--- config.mk ---
export PLATFORM = sky130hd
export DESIGN_NAME = hdasp_top
export DESIGN_NICKNAME = d
export VERILOG_FILES = /design/src/hdasp_baud_div.v /design/src/hdasp_rx_vote.v /design/src/hdasp_top.v
export VERILOG_INCLUDE_DIRS = /design/src
export SDC_FILE = /design/constraint.sdc
export NUM_CORES = 1
export LEC_CHECK = 0
export BUFFER_PORTS_ARGS = -buffer_cell sky130_fd_sc_hd__buf_2
export CORE_ASPECT_RATIO = 1.75
export CORE_UTILIZATION = 40
export DETAILED_ROUTE_END_ITERATION = 16
export GPL_ROUTABILITY_DRIVEN = 0
export HOLD_SLACK_MARGIN = 0.15
export PLACE_DENSITY = 0.64
export SYNTH_ARGS = -nofsm -noshare
export SYNTH_HDL_FRONTEND = slang
export SYNTH_HIERARCHICAL = 1
export SYNTH_SLANG_ARGS = --single-unit
--- constraint.sdc ---
create_clock -name clk_sys -period 4.6 [get_ports clk_sys]
set_input_delay 1.38 -clock clk_sys [delete_from_list [all_inputs] [get_ports clk_sys]]
set_output_delay 1.38 -clock clk_sys [all_outputs]
set_load 0.05 [all_outputs]
--- src/hdasp_regs.vh ---
// Constants for the half-duplex asynchronous serial port.
// Assumes inclusion by bare name from the design files.
`ifndef HDASP_REGS_VH
`define HDASP_REGS_VH
// Character layout
`define HDASP_DATA_BITS     4'd9
`define HDASP_LAST_DATA     4'd8
`define HDASP_STATES_PER_BIT 3'd7
// Majority sample phases within a bit
`define HDASP_SAMPLE_A      3'd3
`define HDASP_SAMPLE_B      3'd4
`define HDASP_SAMPLE_C      3'd5
// Control byte field positions
`define HDASP_CR_RX_READY_FLAG      7
`define HDASP_CR_TXEMPTY    6
`define HDASP_CR_RXIEN      5
`define HDASP_CR_TXIEN      4
`define HDASP_CR_BAUD_HI    3
`define HDASP_CR_BAUD_LO    1
`define HDASP_CR_NINTH      0
// Divisors of the internal clock, per baud select code
`define HDASP_DIV0          13'd6656
`define HDASP_DIV1          13'd3328
`define HDASP_DIV2          13'd1664
`define HDASP_DIV3          13'd832
`define HDASP_DIV4          13'd416
`define HDASP_DIV5          13'd256
`define HDASP_DIV6          13'd208
`define HDASP_DIV7          13'd0
`endif

--- src/hdasp_baud_div.v ---
// Baud divider: one-cycle tick at eight times the bit rate.
// Assumes divisor table counts internal clock cycles per bit.
`timescale 1ns/100ps
`include "hdasp_regs.vh"
module hdasp_baud_div #(
   parameter CNT_W = 13
) (
   // Clock and reset
   input  wire             clk_sys,
   input  wire             rst_n,
   // Control
   input  wire [2:0]       baud_select,
   input  wire             run,
   // Tick out
   output reg              tick_r
);
   reg  [CNT_W-1:0] cnt_r;
   wire [CNT_W-1:0] period;

   function [CNT_W-1:0] div_of;
      input [2:0] sel;
      begin
         case (sel)
            3'h0: div_of = `HDASP_DIV0;
            3'h1: div_of = `HDASP_DIV1;
            3'h2: div_of = `HDASP_DIV2;
            3'h3: div_of = `HDASP_DIV3;
            3'h4: div_of = `HDASP_DIV4;
            3'h5: div_of = `HDASP_DIV5;
            3'h6: div_of = `HDASP_DIV6;
            default: div_of = `HDASP_DIV7;
         endcase
      end
   endfunction

   // Eighth of the bit period; select takes effect at once
   assign period = div_of(baud_select) >> 3;

   always @(posedge clk_sys or negedge rst_n) begin
      if (!rst_n) begin
         cnt_r  <= {CNT_W{1'b0}};
         tick_r <= 1'b0;
      end else if (!run || period == {CNT_W{1'b0}}) begin
         cnt_r  <= {CNT_W{1'b0}};
         tick_r <= 1'b0;
      end else if (cnt_r >= period - {{(CNT_W-1){1'b0}}, 1'b1}) begin
         cnt_r  <= {CNT_W{1'b0}};
         tick_r <= 1'b1;
      end else begin
         cnt_r  <= cnt_r + {{(CNT_W-1){1'b0}}, 1'b1};
         tick_r <= 1'b0;
      end
   end
endmodule

--- src/hdasp_rx_vote.v ---
// Three-sample majority vote over one bit period.
// Assumes phase counts 0..7 on the state ticks of the bit.
`timescale 1ns/100ps
`include "hdasp_regs.vh"
module hdasp_rx_vote (
   // Clock and reset
   input  wire       clk_sys,
   input  wire       rst_n,
   // Sampling
   input  wire       tick,
   input  wire [2:0] phase,
   input  wire       rx_in,
   // Decided level
   output wire       bit_level
);
   reg [2:0] smp_r;

   always @(posedge clk_sys or negedge rst_n) begin
      if (!rst_n) begin
         smp_r <= 3'h7;
      end else if (tick) begin
         if (phase == `HDASP_SAMPLE_A) smp_r[0] <= rx_in;
         if (phase == `HDASP_SAMPLE_B) smp_r[1] <= rx_in;
         if (phase == `HDASP_SAMPLE_C) smp_r[2] <= rx_in;
      end
   end

   // Two of three decides
   assign bit_level = (smp_r[0] & smp_r[1]) | (smp_r[0] & smp_r[2])
                    | (smp_r[1] & smp_r[2]);
endmodule

--- src/hdasp_top.v ---
// Half-duplex asynchronous serial port, device side.
// Assumes control/data accesses arrive as one-cycle strobes on clk_sys.
`timescale 1ns/100ps
`include "hdasp_regs.vh"
module hdasp_top (
   // Clock and reset
   input  wire       clk_sys,
   input  wire       rstn,
   // Data register access
   input  wire       data_wr,
   input  wire [7:0] data_wdata,
   output reg  [7:0] rx_data_r,
   // Control register access
   input  wire       ctrl_wr,
   input  wire [7:0] ctrl_wdata,
   output wire [7:0] ctrl_rdata,
   // Port pins
   input  wire       rx_pin,
   input  wire       port_tx_value,
   output wire       tx_pin,
   output wire       rx_port_value,
   output wire       tx_output_select,
   // Interrupt requests
   output wire       tx_irq,
   output wire       rx_irq
);
   localparam TX_IDLE  = 2'd0;
   localparam TX_START = 2'd1;
   localparam TX_DATA  = 2'd2;
   localparam TX_STOP  = 2'd3;
   localparam RX_IDLE  = 2'd0;
   localparam RX_START = 2'd1;
   localparam RX_DATA  = 2'd2;
   localparam RX_STOP  = 2'd3;

   reg        rst_s1_r;
   reg        rst_n_r;
   reg        tx_empty_flag_r;
   reg        rx_ready_flag_r;
   reg        rx_ien_r;
   reg        tx_ien_r;
   reg  [2:0] baud_select_r;
   reg        ninth_bit_r;
   reg  [1:0] tx_st_r;
   reg  [2:0] tx_ph_r;
   reg  [3:0] tx_cnt_r;
   reg  [8:0] tx_sh_r;
   reg        tx_bit_r;
   reg  [1:0] rx_st_r;
   reg  [2:0] rx_ph_r;
   reg  [3:0] rx_cnt_r;
   reg  [8:0] rx_sh_r;
   reg        rx_prev_r;
   wire       tick;
   wire       bit_level;
   wire       tx_done;
   wire       rx_done;
   wire       tx_bit_end;
   wire       rx_bit_end;

   // Reset release through two flops
   always @(posedge clk_sys or negedge rstn) begin
      if (!rstn) begin
         rst_s1_r <= 1'b0;
         rst_n_r  <= 1'b0;
      end else begin
         rst_s1_r <= 1'b1;
         rst_n_r  <= rst_s1_r;
      end
   end

   // Divider runs on the system clock, live in wait state
   hdasp_baud_div #(
      .CNT_W       (13)
   ) u_div (
      .clk_sys     (clk_sys),
      .rst_n       (rst_n_r),
      .baud_select (baud_select_r),
      .run         (1'b1),
      .tick_r      (tick)
   );

   hdasp_rx_vote u_vote (
      .clk_sys     (clk_sys),
      .rst_n       (rst_n_r),
      .tick        (tick),
      .phase       (rx_ph_r),
      .rx_in       (rx_pin),
      .bit_level   (bit_level)
   );

   assign tx_bit_end = tick && tx_ph_r == `HDASP_STATES_PER_BIT;
   assign rx_bit_end = tick && rx_ph_r == `HDASP_STATES_PER_BIT;
   assign tx_done    = tx_st_r == TX_STOP && tx_bit_end;
   assign rx_done    = rx_st_r == RX_STOP && rx_bit_end && !data_wr;

   // Transmitter
   always @(posedge clk_sys or negedge rst_n_r) begin
      if (!rst_n_r) begin
         tx_st_r  <= TX_IDLE;
         tx_ph_r  <= 3'h0;
         tx_cnt_r <= 4'h0;
         tx_sh_r  <= 9'h1ff;
         tx_bit_r <= 1'b1;
      end else if (data_wr) begin
         tx_st_r  <= TX_START;
         tx_ph_r  <= 3'h0;
         tx_cnt_r <= 4'h0;
         tx_sh_r  <= {ninth_bit_r, data_wdata};
         tx_bit_r <= 1'b0;
      end else if (tick) begin
         tx_ph_r <= tx_ph_r + 3'h1;
         if (tx_bit_end) begin
            case (tx_st_r)
               TX_START: begin
                  tx_st_r  <= TX_DATA;
                  tx_bit_r <= tx_sh_r[0];
                  tx_sh_r  <= {1'b1, tx_sh_r[8:1]};
               end
               TX_DATA: begin
                  if (tx_cnt_r == `HDASP_LAST_DATA) begin
                     tx_st_r  <= TX_STOP;
                     tx_bit_r <= 1'b1;
                  end else begin
                     tx_cnt_r <= tx_cnt_r + 4'h1;
                     tx_bit_r <= tx_sh_r[0];
                     tx_sh_r  <= {1'b1, tx_sh_r[8:1]};
                  end
               end
               TX_STOP: begin
                  tx_st_r  <= TX_IDLE;
                  tx_bit_r <= 1'b1;
               end
               default: begin
                  tx_st_r  <= TX_IDLE;
                  tx_bit_r <= 1'b1;
               end
            endcase
         end
      end
   end

   assign tx_output_select = tx_st_r != TX_IDLE;
   // Inverted serial output, else the port register
   assign tx_pin = tx_output_select ? ~tx_bit_r : port_tx_value;
   assign rx_port_value = rx_pin;

   // Receiver
   always @(posedge clk_sys or negedge rst_n_r) begin
      if (!rst_n_r) begin
         rx_st_r   <= RX_IDLE;
         rx_ph_r   <= 3'h0;
         rx_cnt_r  <= 4'h0;
         rx_sh_r   <= 9'h000;
         rx_prev_r <= 1'b1;
      end else if (data_wr || tx_output_select) begin
         rx_st_r   <= RX_IDLE;
         rx_ph_r   <= 3'h0;
         rx_prev_r <= 1'b1;
      end else begin
         rx_prev_r <= rx_pin;
         case (rx_st_r)
            RX_IDLE: begin
               if (rx_prev_r && !rx_pin) begin
                  rx_st_r  <= RX_START;
                  rx_ph_r  <= 3'h0;
                  rx_cnt_r <= 4'h0;
               end
            end
            RX_START: begin
               if (tick) rx_ph_r <= rx_ph_r + 3'h1;
               if (rx_bit_end) rx_st_r <= RX_DATA;
            end
            RX_DATA: begin
               if (tick) rx_ph_r <= rx_ph_r + 3'h1;
               if (rx_bit_end) begin
                  rx_sh_r <= {bit_level, rx_sh_r[8:1]};
                  if (rx_cnt_r == `HDASP_LAST_DATA) rx_st_r <= RX_STOP;
                  else rx_cnt_r <= rx_cnt_r + 4'h1;
               end
            end
            RX_STOP: begin
               if (tick) rx_ph_r <= rx_ph_r + 3'h1;
               if (rx_bit_end) rx_st_r <= RX_IDLE;
            end
            default: rx_st_r <= RX_IDLE;
         endcase
      end
   end

   // Receive buffer, separate from the shift register
   always @(posedge clk_sys or negedge rst_n_r) begin
      if (!rst_n_r) rx_data_r <= 8'h00;
      else if (rx_done) rx_data_r <= rx_sh_r[7:0];
   end

   // Control register and flags; hardware set wins over clear
   always @(posedge clk_sys or negedge rst_n_r) begin
      if (!rst_n_r) begin
         tx_empty_flag_r <= 1'b0;
         rx_ready_flag_r <= 1'b0;
         rx_ien_r        <= 1'b0;
         tx_ien_r        <= 1'b0;
         baud_select_r   <= 3'h0;
         ninth_bit_r     <= 1'b0;
      end else begin
         if (ctrl_wr) begin
            rx_ien_r      <= ctrl_wdata[`HDASP_CR_RXIEN];
            tx_ien_r      <= ctrl_wdata[`HDASP_CR_TXIEN];
            baud_select_r <= ctrl_wdata[`HDASP_CR_BAUD_HI:`HDASP_CR_BAUD_LO];
         end
         if (rx_done) ninth_bit_r <= rx_sh_r[8];
         else if (ctrl_wr) ninth_bit_r <= ctrl_wdata[`HDASP_CR_NINTH];
         if (tx_done) tx_empty_flag_r <= 1'b1;
         else if (data_wr) tx_empty_flag_r <= 1'b0;
         else if (ctrl_wr) tx_empty_flag_r <= ctrl_wdata[`HDASP_CR_TXEMPTY];
         if (rx_done) rx_ready_flag_r <= 1'b1;
         else if (ctrl_wr) rx_ready_flag_r <= ctrl_wdata[`HDASP_CR_RX_READY_FLAG];
      end
   end

   assign ctrl_rdata = {rx_ready_flag_r, tx_empty_flag_r, rx_ien_r, tx_ien_r,
                        baud_select_r, ninth_bit_r};
   assign tx_irq = tx_empty_flag_r & tx_ien_r;
   assign rx_irq = rx_ready_flag_r & rx_ien_r;
endmodule

==> results.md <==
- **outcome** complete, no violations
- **root buffer cell** sky130_fd_sc_hd__clkbuf_16
- **total clock buffers created by CTS** 9
- **min-delay worst type** register to register
- **final total negative setup slack** 0 ns
- **peak clock frequency supported by timing** 0.310 GHz
- **post-route non-filler standard cell count** 528
- **cell seen most often among critical-path stages** sky130_fd_sc_hd__buf_2
- **vias** 2830
- **Mapped Area** 0.00404 mm^2
- **first-pass GRT wire length** 13.8 mm
- **met2 Track Usage GR** 0.305
- **busiest layer in global routing** met2
- **reg-to-reg slack, setup** 1.65 ns
- **worst ir drop on vdd** 319 uV
- **DR pass1 iterations** 4
- **CP Buf/Inv Count** 2
- **FFs w/ async S/R, synth** 1.00
- **post-synthesis cell type count** 60
- **setup repair after global routing missed its margin** false
- **met3 usage in global routing** 0.0372
- **final count of pins violating max slew** 0
- **filler cell count** 918
- **worst endpoint data arrival time** 1.85 ns
- **dpl cells** 512
- **critical path peak fanout** 1
- **core area** 0.00985 mm^2
- **height of the die** 135 um
- **slowest CP cell** sky130_fd_sc_hd__buf_2
- **I/O pin count** 43
- **multi-input logic area** 0.00199 mm^2
- **initial antenna violation count** 0
- **worst r2r dst** u_div/tick_r
- **floorplan die area** 0.0105 mm^2
- **met1 usage** 0.192
- **Yosys Warn Count** 6
- **number of enable flip-flop cells after synthesis** 0
- **overall routed net length** 8.17 mm
- **worst hold path cell count** 0
- **number of DRC violations after detailed routing** 0
- **Port Buffer Count** 42
- **cells traversed along the worst timing path** buf_2 > nand2_1 > o21ai_0 > buf_2
- **total grt overflow** 0
- **WP data required** 3.22 ns
- **gate count after technology mapping** 363
- **post-CTS setup-driven buffer insertion count** 0
- **clock period minus final worst setup slack** 3.23 ns
- **most used flip-flop cell after synthesis** sky130_fd_sc_hd__dfrtp_1
- **Reg clk slew, reported paths** 0.05 ns
- **iteration-0 DRC count of the detailed router** 227
- **crit start category** input pin
- **worst-case reg-to-reg path depth** 11
- **CTS H-Tree Depth** 3
- **synth-to-layout area growth** 13.7%
- **Vias per Instance** 5.36
- **overall routing resource usage** 0.172
- **std cell rows** 48
- **hold-fix buffer count after cts** 0
- **post-detailed-route count of antenna-violating nets** 0
- **kind of capture point of the worst setup path** output port
- **TritonCTS clock tree** yes
- **#FFs+latches synth** 73
- **post-layout net count** 450
- **cell type contributing the most total cell area after synthesis** sky130_fd_sc_hd__dfrtp_1
- **initial core utilization** 0.410
- **CP top delay family** buffers and inverters
- **Critical Setup Path Class** input pin to output port
- **pin count of the biggest net entering global routing** 72
- **quantity of gates resized following cts** 0
- **sequential area share after synthesis** 0.457
- **insertion delay of the later-clocked pin in the worst-skew pair** 0.34 ns
- **Max-Cap Viols** 0
- **utilization after layout** 0.466
- **Static Leak** 0.00219 uW
- **main area contributors after synthesis** sky130_fd_sc_hd__dfrtp_1 (37%), sky130_fd_sc_hd__ha_1 (9.3%), sky130_fd_sc_hd__dfstp_2 (9.1%)
- **origin of the worst min-delay path** rst_s1_r
- **Mean Syn Cell Area** 11.1 um^2
- **number of antenna diodes** 0
- **area share of the largest cell type after synthesis** 0.366
- **delay of the slowest critical-path stage** 0.28 ns
- **sequential standard cell area** 0.00185 mm^2
- **maximum root-to-sink buffer count** 2
- **number of clock sinks** 73
- **final clock period utilization by the worst path** 0.701
- **Relative slew margins** 0.403
- **fraction of layout cells with a size suffix above 1** 0.290
- **worst slew pin tran** 0.895 ns
- **Layout Skew** 0.00742 ns
- **launch instance of the worst register-to-register path** baud_select_r[2]
- **final hold violation count** 0
- **number of global-route vias before repair** 2900
- **total half-perimeter wirelength after legalization and detailed placement** 5.90 mm
- **overall die width** 78.0 um
- **Hold Path Sink** rst_n_r
- **pwr dens** 338 mW/mm^2
- **per-cell routed wire length** 15.5 um
- **Setup-failing EPs final** 0
==> registers in the layout, summed over array words and instances (netlist names), 2 cells and up <==
signal	flops
rx_st_r	2
baud_select_r	3
tx_cnt_r	4
rx_data_r	8
tx_sh_r	9
tx_ph_r	3
rx_sh_r	9
u_div/cnt_r	13
rx_ph_r	3
rx_cnt_r	4
tx_st_r	2
u_vote/smp_r	3
==> power by group <==
part	leakage [uW]	switching, uW	internal, uW	total (uW)
clock	0.000149	257	449	706
sequential	0.000931	23.0	671	694
combinational	0.00111	99.7	52.8	152
==> worst max-delay path by stage <==
stage | start | to | cells after the start
floorplan | port_tx_value | tx_pin | 2
global placement | port_tx_value | tx_pin | 4
detailed placement | data_wr | rx_data_r[3] | 4
CTS | port_tx_value | tx_pin | 4
global route | port_tx_value | tx_pin | 4
finish | port_tx_value | tx_pin | 4
==> per-stage QoR <==
step | hold slack, ns | cell area, um^2 | total power [uW] | worst slack (ns)
detailed placement | 0.346 | 4280 | 859 | 1.36
global route | 0.362 | 4590 | 1630 | 1.30
floorplan | 0.331 | 4050 | 822 | 1.28
CTS | 0.358 | 4590 | 1580 | 1.36
finish | 0.356 | 4590 | 1550 | 1.37
global placement | 0.341 | 4280 | 853 | 1.38
==> worst register-to-register path, cell delays in order, from the launching register on <==
cell	delay, ns
sky130_fd_sc_hd__dfrtp_1	0.52
sky130_fd_sc_hd__inv_1	0.09
sky130_fd_sc_hd__or3_1	0.32
sky130_fd_sc_hd__ha_1	0.21
sky130_fd_sc_hd__nand3_1	0.09
sky130_fd_sc_hd__nand3b_1	0.07
sky130_fd_sc_hd__o21ai_0	0.10
sky130_fd_sc_hd__ha_1	0.17
sky130_fd_sc_hd__nand4_1	0.17
sky130_fd_sc_hd__or4_1	0.57
sky130_fd_sc_hd__o211ai_2	0.34
sky130_fd_sc_hd__o211a_1	0.23
==> routing by layer <==
metal  vias up  share of wire
li1       1372              -
met3        14          0.030
met2        60           0.53
met5         -              0
met1      1384           0.41
met4         0          0.026
==> cell type report <==
| type | count | area share |
|---|---|---|
| sequential | 73 | 0.402 |
| multi-input combinational | 253 | 0.434 |
| clock inverter | 4 | 0.0112 |
| clock buffer | 12 | 0.0559 |
| tap | 125 | 0.0341 |
| inverter | 17 | 0.0139 |
| timing repair buffer | 44 | 0.0490 |
==> cells in the final DEF (no fill, tap or decap), drive strengths merged, types with 3 or more instances in the layout <==
cell type	count
dfstp	14
buf	44
clkbuf	12
a21oi	22
conb	3
mux2	25
inv	16
nor2	16
xor2	11
o21a	3
dfrtp	59
o22ai	16
xnor2	7
clkinv	3
or2	3
nor3	17
and2	4
nand3b	3
ha	30
or3	3
mux2i	9
nand4	8
nand4b	3
nand3	9
o21ai	10
nand2	19
and3	4
==> synthesized netlist by cell type, types with 9 or more instances <==
cell type / number
sky130_fd_sc_hd__dfrtp_1: 59
sky130_fd_sc_hd__ha_1: 30
sky130_fd_sc_hd__a21oi_1: 22
sky130_fd_sc_hd__nand2_1: 19
sky130_fd_sc_hd__nor2_1: 16
sky130_fd_sc_hd__o22ai_1: 16
sky130_fd_sc_hd__inv_1: 15
sky130_fd_sc_hd__mux2_2: 15
sky130_fd_sc_hd__dfstp_2: 14
sky130_fd_sc_hd__xor2_1: 11
sky130_fd_sc_hd__mux2_4: 10
sky130_fd_sc_hd__nor3_2: 10
sky130_fd_sc_hd__mux2i_1: 9
sky130_fd_sc_hd__nand3_1: 9
sky130_fd_sc_hd__o21ai_0: 9
==> cell families (layout without fill, tap and decap cells) <==
family / count (synthesis) / count (layout) / share of synthesized area
other cells: 1 / 3 / 0.000928
mux: 34 / 34 / 0.101
flops: 73 / 73 / 0.457
buf+inv: 39 / 77 / 0.0536
xor+xnor: 18 / 18 / 0.0390
fa+ha+maj: 31 / 31 / 0.0954
simple gates: 100 / 100 / 0.148
compound gates: 67 / 67 / 0.105
Power figures use the tool's default switching activity.
